File: config.mk
export PLATFORM = sky130hd
export DESIGN_NAME = irq_cpu_if_ctrl_regs
export DESIGN_NICKNAME = d
export VERILOG_FILES = /design/src/split_point_reg.v /design/src/irq_cpu_if_ctrl_regs.v
export VERILOG_INCLUDE_DIRS = /design/src
export SDC_FILE = /design/constraint.sdc
export NUM_CORES = 1
export LEC_CHECK = 0
export ABC_AREA = 1
export BUFFER_PORTS_ARGS = -buffer_cell sky130_fd_sc_hd__buf_4
export CORE_MARGIN = 2
export CORE_UTILIZATION = 50
export CTS_BUF_LIST = sky130_fd_sc_hd__clkbuf_4
export DETAILED_ROUTE_END_ITERATION = 7
export PLACE_DENSITY = 0.88
export SYNTH_ARGS = -nofsm -noshare
export SYNTH_HDL_FRONTEND = slang
export SYNTH_SLANG_ARGS = --single-unit
File: constraint.sdc
create_clock -name clock -period 3.15 [get_ports clock]
set_input_delay 0.945 -clock clock [delete_from_list [all_inputs] [get_ports clock]]
set_output_delay 0.945 -clock clock [all_outputs]
set_load 0.02 [all_outputs]
File: src/irq_cpu_if_consts.vh
// Constants for the interrupt CPU interface control register bank.
`ifndef IRQ_CPU_IF_CONSTS_VH
`define IRQ_CPU_IF_CONSTS_VH

// Access keys are {op0[1:0], op1[2:0], crn[3:0], crm[3:0], op2[2:0]}.
`define KEY_W                 16
`define KEY_GROUP0_SPLIT      16'hc643
`define KEY_GROUP1_SPLIT      16'hc663
`define KEY_CONTROL_EL1       16'hc664
`define KEY_CONTROL_EL3       16'hf664
`define KEY_ENABLE_EL1        16'hc665
`define KEY_ENABLE_EL2        16'he64d
`define KEY_ENABLE_EL3        16'hf665
`define KEY_AP_G0_UP_FIRST    16'hc645
`define KEY_AP_G0_UP_LAST     16'hc647
`define KEY_AP_G1_UP_FIRST    16'hc649
`define KEY_AP_G1_UP_LAST     16'hc64b

// Split-point field.
`define SPLIT_LSB             0
`define SPLIT_MSB             2
`define SPLIT_W               3
`define SPLIT_MIN_SECURE      3'h2
`define SPLIT_MIN_NONSECURE   3'h3
`define SPLIT_MIN_GROUP0      3'h2

// Control view fields.
`define CTL_NDS_BIT           17
`define CTL_A3V_BIT           15
`define CTL_LOCAL_ERROR_IRQ_SUPPORT_BIT          14
`define CTL_INTID_WIDTH_FIELD_MSB        13
`define CTL_INTID_WIDTH_FIELD_LSB        11
`define CTL_PRIORITY_WIDTH_FIELD_MSB       10
`define CTL_PRIORITY_WIDTH_FIELD_LSB       8
`define CTL_PRIO_MASK_HINT_ENABLE_BIT          6
`define CTL_RM_BIT            5
`define CTL_EOI_NS_BIT        4
`define CTL_EOI_S_BIT         3
`define CTL_EOI_EL3_BIT       2
`define CTL_EOI_CUR_BIT       1
`define CTL_COMMON_SPLIT_SELECT_NS_BIT       1
`define CTL_COMMON_SPLIT_SELECT_S_BIT        0
`define CTL_COMMON_SPLIT_SELECT_CUR_BIT      0
`define INTID_WIDTH_FIELD_VALUE          3'h0
`define PRIORITY_WIDTH_FIELD_VALUE         3'h4

// Enable register fields.
`define SRE_ENABLE_BIT        3
`define SRE_DIB_BIT           2
`define SRE_DFB_BIT           1
`define SRE_SRE_BIT           0

// Exception level encoding.
`define EL_TOP                2'h3

`endif

File: src/split_point_reg.v
// One priority split-point field with its implemented floor.
module split_point_reg #(
  parameter [2:0] MIN_VALUE = 3'h2
) (
  input  wire       clock,
  input  wire       sys_rst,
  input  wire       wr_en,
  input  wire [2:0] wr_value,
  output reg  [2:0] value_q
);

  reg [2:0] value_d;

  // Values under the floor cannot be stored, so they settle at the floor.
  always @* begin
    value_d = value_q;
    if (wr_en) begin
      value_d = (wr_value < MIN_VALUE) ? MIN_VALUE : wr_value;
    end
  end

  // The field resets to its floor, the coarsest legal split it can hold.
  always @(posedge clock) begin
    if (sys_rst) begin
      value_q <= MIN_VALUE;
    end else begin
      value_q <= value_d;
    end
  end

endmodule // split_point_reg

File: src/irq_cpu_if_ctrl_regs.v
// Control and identification register bank of the interrupt CPU interface.
`include "irq_cpu_if_consts.vh"

// Overview of operation
// - Group-1 split register holds three-bit split point.
// - Split floor 0x2 Secure, 0x3 Non-secure.
// - Control bit 15 reads one, ignores writes.
// - Control bit 14 reads zero.
// - Identifier width reads zero; EL1 mirrors EL3.
// - Priority width field reads 0x4.
// - Upper active-priority register accesses are undefined.
// - Mask hint writable at EL3, read-only EL1.
// - End mode selects drop-only or drop-and-deactivate.
// - Common split lets group-0 split govern both.
// - EL3 control bit 17 reads one always.
// - EL3 routing modifier bit reads zero always.
// - EL3 holds three separate end-mode bits.
// - EL3 holds separate Secure/Non-secure common-split bits.
// - IRQ bypass disable bit mirrors EL3 copy.
// - FIQ bypass disable bit mirrors EL3 copy.
// - Interface-enable bit 0 reads one always.
// - EL2 enable bit 3 reads one always.
module irq_cpu_if_ctrl_regs (
  input  wire        clock,
  input  wire        sys_rst,
  input  wire        sysreg_valid,
  input  wire        sysreg_write,
  input  wire [1:0]  sysreg_op0,
  input  wire [2:0]  sysreg_op1,
  input  wire [3:0]  sysreg_crn,
  input  wire [3:0]  sysreg_crm,
  input  wire [2:0]  sysreg_op2,
  input  wire [31:0] sysreg_wdata,
  input  wire        secure_state,
  input  wire [1:0]  current_el,
  output reg         resp_valid_q,
  output reg         resp_hit_q,
  output reg         resp_undef_q,
  output reg  [31:0] resp_rdata_q,
  output wire [2:0]  group0_preempt_split,
  output wire [2:0]  group1_preempt_split,
  output wire        eoi_drop_only,
  output wire        prio_mask_hint_enable,
  output wire        irq_bypass_disable,
  output wire        fiq_bypass_disable
);

  // Decoded access key and per-register strobes.
  wire [`KEY_W-1:0] key;
  wire              hit_g0;
  wire              hit_g1;
  wire              hit_ctl1;
  wire              hit_ctl3;
  wire              hit_sre1;
  wire              hit_sre2;
  wire              hit_sre3;
  wire              hit_ap_upper;
  wire              wr;
  wire              top_level;

  // Stored control state; everything else in the views is constant.
  reg  prio_mask_hint_enable_q;
  reg  irq_end_mode_nonsecure_low_q;
  reg  irq_end_mode_secure_low_q;
  reg  irq_end_mode_top_level_q;
  reg  common_split_nonsecure_q;
  reg  common_split_secure_q;
  reg  irq_bypass_disable_q;
  reg  fiq_bypass_disable_q;
  reg  prio_mask_hint_enable_d;
  reg  irq_end_mode_nonsecure_low_d;
  reg  irq_end_mode_secure_low_d;
  reg  irq_end_mode_top_level_d;
  reg  common_split_nonsecure_d;
  reg  common_split_secure_d;
  reg  irq_bypass_disable_d;
  reg  fiq_bypass_disable_d;

  // Split-point copies and their write strobes.
  wire [2:0] g0_split;
  wire [2:0] g1_split_s;
  wire [2:0] g1_split_ns;
  wire [2:0] g1_split_cur;
  wire       wr_g1;

  // Views of the current security state.
  wire cur_common_split;
  wire cur_end_mode;

  // Assembled read values.
  wire [31:0] ctl1_view;
  wire [31:0] ctl3_view;
  wire [31:0] sre_view;
  wire [31:0] sre2_view;
  reg  [31:0] rdata_d;
  reg         hit_d;

  assign key = {sysreg_op0, sysreg_op1, sysreg_crn, sysreg_crm, sysreg_op2};
  assign hit_g0   = (key == `KEY_GROUP0_SPLIT);
  assign hit_g1   = (key == `KEY_GROUP1_SPLIT);
  assign hit_ctl1 = (key == `KEY_CONTROL_EL1);
  assign hit_ctl3 = (key == `KEY_CONTROL_EL3);
  assign hit_sre1 = (key == `KEY_ENABLE_EL1);
  assign hit_sre2 = (key == `KEY_ENABLE_EL2);
  assign hit_sre3 = (key == `KEY_ENABLE_EL3);
  // Only five priority bits exist, so only register zero of each
  // active-priority group is backed; the three above it are undefined.
  assign hit_ap_upper =
    ((key >= `KEY_AP_G0_UP_FIRST) && (key <= `KEY_AP_G0_UP_LAST)) ||
    ((key >= `KEY_AP_G1_UP_FIRST) && (key <= `KEY_AP_G1_UP_LAST));
  // An undefined access must leave state untouched.
  assign wr        = sysreg_valid && sysreg_write && !hit_ap_upper;
  assign top_level = (current_el == `EL_TOP);

  // The EL1 view at EL3 works on the Secure common-split copy and the EL3 end-mode copy.
  assign cur_common_split = (secure_state || top_level) ?
                            common_split_secure_q : common_split_nonsecure_q;
  assign cur_end_mode = top_level ? irq_end_mode_top_level_q :
                        secure_state ? irq_end_mode_secure_low_q :
                        irq_end_mode_nonsecure_low_q;

  // Group-1 writes go to the banked copy of the current security state.
  assign wr_g1 = wr && hit_g1;

  split_point_reg #(
    .MIN_VALUE (`SPLIT_MIN_GROUP0)
  ) u_group0_split (
    .clock    (clock),
    .sys_rst  (sys_rst),
    .wr_en    (wr && hit_g0),
    .wr_value (sysreg_wdata[`SPLIT_MSB:`SPLIT_LSB]),
    .value_q  (g0_split)
  );

  split_point_reg #(
    .MIN_VALUE (`SPLIT_MIN_SECURE)
  ) u_group1_split_secure (
    .clock    (clock),
    .sys_rst  (sys_rst),
    .wr_en    (wr_g1 && (secure_state || top_level)),
    .wr_value (sysreg_wdata[`SPLIT_MSB:`SPLIT_LSB]),
    .value_q  (g1_split_s)
  );

  split_point_reg #(
    .MIN_VALUE (`SPLIT_MIN_NONSECURE)
  ) u_group1_split_nonsecure (
    .clock    (clock),
    .sys_rst  (sys_rst),
    .wr_en    (wr_g1 && !secure_state && !top_level),
    .wr_value (sysreg_wdata[`SPLIT_MSB:`SPLIT_LSB]),
    .value_q  (g1_split_ns)
  );

  assign g1_split_cur = (secure_state || top_level) ? g1_split_s : g1_split_ns;

  // With common split set, the group-0 field decides preemption for both.
  assign group0_preempt_split = g0_split;
  assign group1_preempt_split = cur_common_split ? g0_split :
                                g1_split_cur;

  // Drop-only mode moves deactivation to the separate deactivate register.
  assign eoi_drop_only         = cur_end_mode;
  assign prio_mask_hint_enable = prio_mask_hint_enable_q;
  assign irq_bypass_disable    = irq_bypass_disable_q;
  assign fiq_bypass_disable    = fiq_bypass_disable_q;

  // EL1 control view: fixed feature fields plus current-state mode bits.
  assign ctl1_view = {
    16'h0000,
    1'b1,
    1'b0,
    `INTID_WIDTH_FIELD_VALUE,
    `PRIORITY_WIDTH_FIELD_VALUE,
    1'b0,
    prio_mask_hint_enable_q,
    4'h0,
    cur_end_mode,
    cur_common_split
  };

  // EL3 control view: security-disable unsupported and routing fixed.
  assign ctl3_view = {
    14'h0000,
    1'b1,
    1'b0,
    1'b1,
    1'b0,
    `INTID_WIDTH_FIELD_VALUE,
    `PRIORITY_WIDTH_FIELD_VALUE,
    1'b0,
    prio_mask_hint_enable_q,
    1'b0,
    irq_end_mode_nonsecure_low_q,
    irq_end_mode_secure_low_q,
    irq_end_mode_top_level_q,
    common_split_nonsecure_q,
    common_split_secure_q
  };

  // Enable views share one bypass-disable pair held for the EL3 copy.
  assign sre_view = {
    29'h00000000,
    irq_bypass_disable_q,
    fiq_bypass_disable_q,
    1'b1
  };
  assign sre2_view = {
    28'h0000000,
    1'b1,
    irq_bypass_disable_q,
    fiq_bypass_disable_q,
    1'b1
  };

  // Writable-bit next values; fixed and reserved bits have no storage.
  always @* begin
    prio_mask_hint_enable_d      = prio_mask_hint_enable_q;
    irq_end_mode_nonsecure_low_d = irq_end_mode_nonsecure_low_q;
    irq_end_mode_secure_low_d    = irq_end_mode_secure_low_q;
    irq_end_mode_top_level_d     = irq_end_mode_top_level_q;
    common_split_nonsecure_d     = common_split_nonsecure_q;
    common_split_secure_d        = common_split_secure_q;
    irq_bypass_disable_d         = irq_bypass_disable_q;
    fiq_bypass_disable_d         = fiq_bypass_disable_q;
    if (wr && hit_ctl3) begin
      prio_mask_hint_enable_d      = sysreg_wdata[`CTL_PRIO_MASK_HINT_ENABLE_BIT];
      irq_end_mode_nonsecure_low_d = sysreg_wdata[`CTL_EOI_NS_BIT];
      irq_end_mode_secure_low_d    = sysreg_wdata[`CTL_EOI_S_BIT];
      irq_end_mode_top_level_d     = sysreg_wdata[`CTL_EOI_EL3_BIT];
      common_split_nonsecure_d     = sysreg_wdata[`CTL_COMMON_SPLIT_SELECT_NS_BIT];
      common_split_secure_d        = sysreg_wdata[`CTL_COMMON_SPLIT_SELECT_S_BIT];
    end
    // The EL1 view writes only the copies of the current security state;
    // its hint bit is read-only and is not touched here.
    if (wr && hit_ctl1) begin
      if (top_level) begin
        irq_end_mode_top_level_d = sysreg_wdata[`CTL_EOI_CUR_BIT];
        common_split_secure_d    = sysreg_wdata[`CTL_COMMON_SPLIT_SELECT_CUR_BIT];
      end else if (secure_state) begin
        irq_end_mode_secure_low_d = sysreg_wdata[`CTL_EOI_CUR_BIT];
        common_split_secure_d     = sysreg_wdata[`CTL_COMMON_SPLIT_SELECT_CUR_BIT];
      end else begin
        irq_end_mode_nonsecure_low_d = sysreg_wdata[`CTL_EOI_CUR_BIT];
        common_split_nonsecure_d     = sysreg_wdata[`CTL_COMMON_SPLIT_SELECT_CUR_BIT];
      end
    end
    // Every enable view aliases the same bypass disables.
    if (wr && (hit_sre1 || hit_sre2 || hit_sre3)) begin
      irq_bypass_disable_d = sysreg_wdata[`SRE_DIB_BIT];
      fiq_bypass_disable_d = sysreg_wdata[`SRE_DFB_BIT];
    end
  end

  // Control state resets to drop-and-deactivate, separate splits, no hint.
  always @(posedge clock) begin
    if (sys_rst) begin
      prio_mask_hint_enable_q      <= 1'b0;
      irq_end_mode_nonsecure_low_q <= 1'b0;
      irq_end_mode_secure_low_q    <= 1'b0;
      irq_end_mode_top_level_q     <= 1'b0;
      common_split_nonsecure_q     <= 1'b0;
      common_split_secure_q        <= 1'b0;
      irq_bypass_disable_q         <= 1'b0;
      fiq_bypass_disable_q         <= 1'b0;
    end else begin
      prio_mask_hint_enable_q      <= prio_mask_hint_enable_d;
      irq_end_mode_nonsecure_low_q <= irq_end_mode_nonsecure_low_d;
      irq_end_mode_secure_low_q    <= irq_end_mode_secure_low_d;
      irq_end_mode_top_level_q     <= irq_end_mode_top_level_d;
      common_split_nonsecure_q     <= common_split_nonsecure_d;
      common_split_secure_q        <= common_split_secure_d;
      irq_bypass_disable_q         <= irq_bypass_disable_d;
      fiq_bypass_disable_q         <= fiq_bypass_disable_d;
    end
  end

  // Read mux; state is sampled before this cycle's write lands.
  always @* begin
    rdata_d = 32'h00000000;
    hit_d   = 1'b1;
    case (1'b1)
      hit_g0: begin
        rdata_d = {29'h00000000, g0_split};
      end
      hit_g1: begin
        // With common split set, the group-1 field reports the shared one.
        rdata_d = {29'h00000000,
                   cur_common_split ? g0_split : g1_split_cur};
      end
      hit_ctl1: begin
        rdata_d = ctl1_view;
      end
      hit_ctl3: begin
        rdata_d = ctl3_view;
      end
      hit_sre1: begin
        rdata_d = sre_view;
      end
      hit_sre2: begin
        rdata_d = sre2_view;
      end
      hit_sre3: begin
        rdata_d = sre2_view;
      end
      hit_ap_upper: begin
        rdata_d = 32'h00000000;
      end
      default: begin
        hit_d = 1'b0;
      end
    endcase
  end

  // Answer one cycle after each access; data comes from flip-flops.
  always @(posedge clock) begin
    if (sys_rst) begin
      resp_valid_q <= 1'b0;
      resp_hit_q   <= 1'b0;
      resp_undef_q <= 1'b0;
      resp_rdata_q <= 32'h00000000;
    end else begin
      resp_valid_q <= sysreg_valid;
      resp_hit_q   <= sysreg_valid && hit_d;
      resp_undef_q <= sysreg_valid && hit_ap_upper;
      if (sysreg_valid && !sysreg_write) begin
        resp_rdata_q <= rdata_d;
      end else begin
        resp_rdata_q <= 32'h00000000;
      end
    end
  end

endmodule // irq_cpu_if_ctrl_regs

# After elaboration in Yosys (flattened, before gate mapping)
# Cells that the tools add are included.
# W data, S select, Z words.
# word_totals
inputBits	55
reg_bits	52
output_inout_bits	45
word_cells	101
# classes
n_eq_ne	8
mux	41
n_reduce_logical	27
n_lt_le_gt_ge	6
bitwise	1
# ops
operator	n
$eq A16 B16 Y1 const B	7
$ge A16 B16 Y1 const B	2
$le A16 B16 Y1 const B	2
$mux W1	30
$mux W18	1
$mux W3	6
$mux W16	1
$logic_and A1 B1 Y1	15
$mux W4	3
$reduce_or A8 Y1	1
$lt A3 B2 Y1 const B	2
$reduce_or A5 Y1	1
$logic_not A1 Y1	4
$logic_or A1 B1 Y1	4
$reduce_or A4 Y1	1
$eq A2 B2 Y1 const B	1
$reduce_or A2 Y1	1
$not A1 Y1	1

# Depth between registers and ports, before layout
# depth
ltp_word	12
mapped_depth	12
depth_no_buf	12

# Hierarchy
# From an unflattened synthesis, not the netlist that was laid out.
# unflattened
cells_unflattened	313
hier_area_um2	1916.8
# modules_own_cells
module	cells_per_inst	seq_area_each_um2	area_each_um2	n_inst
irq_cpu_if_ctrl_regs	256	380.4	1545.2	1
split_point_reg at u_group0_split ...	20	60.1	127.6	2
split_point_reg at u_group1_split_nonsecure	17	60.1	116.4	1

# Worst setup path after synthesis
# Ideal clock, no wire load.
# synth_timing
path_kind	input to output
startpoint	input current_el[0]
endpoint	output group1_preempt_split[2]
path_stages	5
n_path_buf	0
required_ns	2.205
t_arrival_ns	1.889
path_slack_ns	0.316
path_cell_list	nand2_1 > nand2_2 > nand2_1 > o21ai_1 > o21ai_0
# synth_via
elab_chain_len	4
word_cells_on_any_way	5
classes_between	eq/ne (1); mux (3); reduce/logical (1)
# synth_lines
item	line	rtl
start: declaration	irq_cpu_if_ctrl_regs.v:35	input wire [1:0] current_el,
$eq A2 B2 Y1 (no line) (*)	n/a	
$logic_or A1 B1 Y1 (*)	irq_cpu_if_ctrl_regs.v:116, irq_cpu_if_ctrl_regs.v:155	
$mux W3 or $mux W1 (tied branches)	irq_cpu_if_ctrl_regs.v:155, irq_cpu_if_ctrl_regs.v:116	
$mux W3 (*)	irq_cpu_if_ctrl_regs.v:159	assign group1_preempt_split = cur_common_split ? g0_split :
end: declaration	irq_cpu_if_ctrl_regs.v:41	output wire [2:0] group1_preempt_split,
# Every way passes the cells marked *; elsewhere a longest branch is shown, timed or not.

# Worst setup path in the final report
# Same ends and word-level chain as after synthesis.

==> flow_summary_export.csv <==
group,metric,value,unit
yosys,synth_flop_cell,"dfxtp_1",
yosys,synth_edf_count,0,
floorplanning,fp.dieW,65.68,um
setup_path,r2r_end,"resp_rdata_q[2]",
power,powerDensity,312.7,nW/um2
clocking,cts_buffers,3,
detailed_routing,drc,0,
run,drv_cap,0,
yosys,yosys.cell_types.count,27,
clocking,cts_root_buf,"clkbuf_4",
clocking,ctsHoldBuffers,0,
detailed_routing,drt-initial-drc-count,96,
global_routing,grt_remaining_overflow,0,
clocking,clk_path_buf_depth,2,
placement,dp.cells,392,
yosys,syn_avg_cell_area,6.425,um2
power,leakagePower,1.288,nW
global_routing,antenna_found_initial,0,
global_routing,grt_pass1_wl,6.927,mm
yosys,yosysSeqAreaShare,0.2947,
setup_path,critPathMaxFanout,7,
clocking,path_clk_slew,0.15,ns
finish,syn_to_final_growth,20.13,%
yosys,synth_top_area_frac,0.2947,
timing,fin_crit_sh,0.9355,
clocking,cts_sinks,28,
finish,fin_cells,396,
setup_path,start_kind,"input pin",
setup_path,cp-end-kind,"primary output",
yosys,synth_top_area_cell,"dfxtp_1",
setup_path,crit_required,2.20,ns
finish,final_nets,404,
timing,setup_viol,0,
timing,drv_slew,0,
yosys,synth_most_common_cell,"nand2_1",
global_routing,track_usage,0.1986,
setup_path,reg2reg_depth,9,
timing,hold_viol,0,
yosys,synth_common_cells,"nand2_1, nor2_1, inv_1",
worst_hold_path,min_from,"u_group1_split_nonsecure.value_q[0]",
power,p_total,0.7144,mW
placement,dp_hpwl,3.365,mm
setup_path,r2r-start,"common_split_secure_q",
global_routing,grt_max_degree,17,
finish,fin_util,0.6241,
detailed_routing,viasPerCell,4.843,
power,ir_drop,0.1836,mV
setup_path,reg2reg_slack,1.82,ns
yosys,synthCells,296,
worst_hold_path,min_path_type,"flop to flop",
detailed_routing,dr_total_vias,1918,
finish,drive_above_1_share,0.2299,
floorplanning,fp.dieArea,4313,um2
clocking,cts_max_level,1,
timing,rsz0062_at_grt,"false",
setup_path,arrival,2.00,ns
timing,period_needed,2.947,ns
floorplanning,ios,100,
yosys,syn_area,1902,um2
detailed_routing,firstDrtPassIters,4,
clocking,clk_latency,0.33,ns
floorplanning,die_y,65.68,um
finish,nFillCells,372,
global_routing,grt_pass1_vias,1681,
worst_hold_path,holdPathEnd,"u_group1_split_nonsecure.value_q[0]",
finish,antenna_cells,0,
timing,holdWs,0.5051,ns
floorplanning,num_rows,22,
timing,fin_tns_setup,0,ns
floorplanning,start_util,0.5195,
status,status,"finished clean",
detailed_routing,wl,4.157,mm
yosys,synthTopCellsByArea,"dfxtp_1, nand2_1, buf_4",
clocking,post_cts_buffers,0,
detailed_routing,detail-route-antenna-nets,0,
placement,port_buffers,50,
floorplanning,core-area,3661,um2
clocking,post_cts_resized,0,
clocking,cts_tree,"done",
yosys,synthArstFlopShare,0,
timing,clock_skew,0.002345,ns
setup_path,crit_type,"input pin to primary output",
worst_hold_path,holdPathStages,2,
timing,fmax,339.3,MHz
yosys,synth_warnings,0,
placement,routabilityCongestion,0.8322,
detailed_routing,wl_per_cell,10.50,um
yosys,ys_ff_latch,28,
==> report_power, final <==
group	internal, mW	total (mW)	switching, mW	leakage [nW]
combinational	0.0416	0.120	0.0782	1.03
sequential	0.355	0.355	0.000185	0.226
clock	0.129	0.239	0.110	0.0279
total	0.525	0.714	0.189	1.29
==> worst max-delay path, cell delays in order <==
cell and delay, ns:
buf_4 0.10, nand2_1 0.09, nand2_2 0.10, nand2_1 0.07, o21ai_1 0.05, buf_4 0.15
o21ai_0 0.28, buf_4 0.21
==> area by class of cell <==
| cell class | instances | area [um2] | share of cell area |
|---|---|---|---|
| clock buffer | 3 | 22.52 | 0.009858 |
| multi-input combinational | 217 | 1045 | 0.4573 |
| inverter | 47 | 176.4 | 0.07722 |
| timing repair buffer | 52 | 390.4 | 0.1709 |
| tap | 48 | 60.06 | 0.02629 |
| clock inverter | 1 | 30.03 | 0.01314 |
| sequential | 28 | 560.5 | 0.2453 |
==> registers in the layout, indices dropped and copies added (netlist names) <==
signal / flops
common_split_nonsecure_q: 1
common_split_secure_q: 1
fiq_bypass_disable: 1
irq_bypass_disable: 1
irq_end_mode_nonsecure_low_q: 1
irq_end_mode_secure_low_q: 1
irq_end_mode_top_level_q: 1
prio_mask_hint_enable: 1
resp_hit_q: 1
resp_rdata_q: 8
resp_undef_q: 1
resp_valid_q: 1
u_group0_split.value_q: 3
u_group1_split_nonsecure.value_q: 3
u_group1_split_secure.value_q: 3
==> logic make-up (layout without fill, tap and decap cells) <==
| kind of cell | Yosys count | count (layout) | synth area share |
|---|---|---|---|
| other | 1 | 23 | 0.001972 |
| buffers and inverters | 73 | 103 | 0.1993 |
| AND/OR/NAND/NOR | 162 | 162 | 0.4099 |
| AO/OA/AOI/OAI | 32 | 32 | 0.09408 |
| flip-flops | 28 | 28 | 0.2947 |
==> layout by cell type, fill, tap and decap left out, types with 2 or more instances in the layout <==
cell	netlist	final
nand2_1	71	71
buf_4	24	52
nor2_1	45	45
inv_1	42	42
dfxtp_1	28	28
conb_1	1	23
nand3_1	15	15
o21ai_0	14	14
nand4_1	9	9
a21oi_1	8	8
nor2_2	5	5
o21bai_1	5	5
inv_2	4	4
nand2_2	3	3
nor2_4	3	3
clkbuf_4	0	3
o21ai_1	2	2
o211ai_1	2	2
nand3_2	2	2
nor3_4	2	2
nor3_1	2	2
nand4_2	2	2
==> through the flow <==
stage / cell area [um2] / setup WS, ns
floorplan: 1984 / 0.3164
global placement: 2232 / 0.2289
detailed placement: 2232 / 0.2299
CTS: 2285 / 0.2301
global route: 2285 / 0.04741
finish: 2285 / 0.2032
==> how the worst max path moves through the flow <==
stage                  startpoint                       to  cells after the start
floorplan           current_el[0]  group1_preempt_split[2]                      5
global placement    current_el[0]  group1_preempt_split[2]                      8
detailed placement  current_el[0]  group1_preempt_split[2]                      8
CTS                 current_el[0]  group1_preempt_split[0]                      8
global route        current_el[0]  group1_preempt_split[0]                      9
finish              current_el[0]  group1_preempt_split[2]                      8
==> routing by layer <==
metal  up-vias  GRT usage  wire [um]
li1        992          -          -
met1       837     0.2513       1707
met2        85     0.3510       2045
met3         4    0.01884        348
met4         0    0.06510         55
met5         -          0          0
No activity file was read; power rests on OpenSTA's default activity.
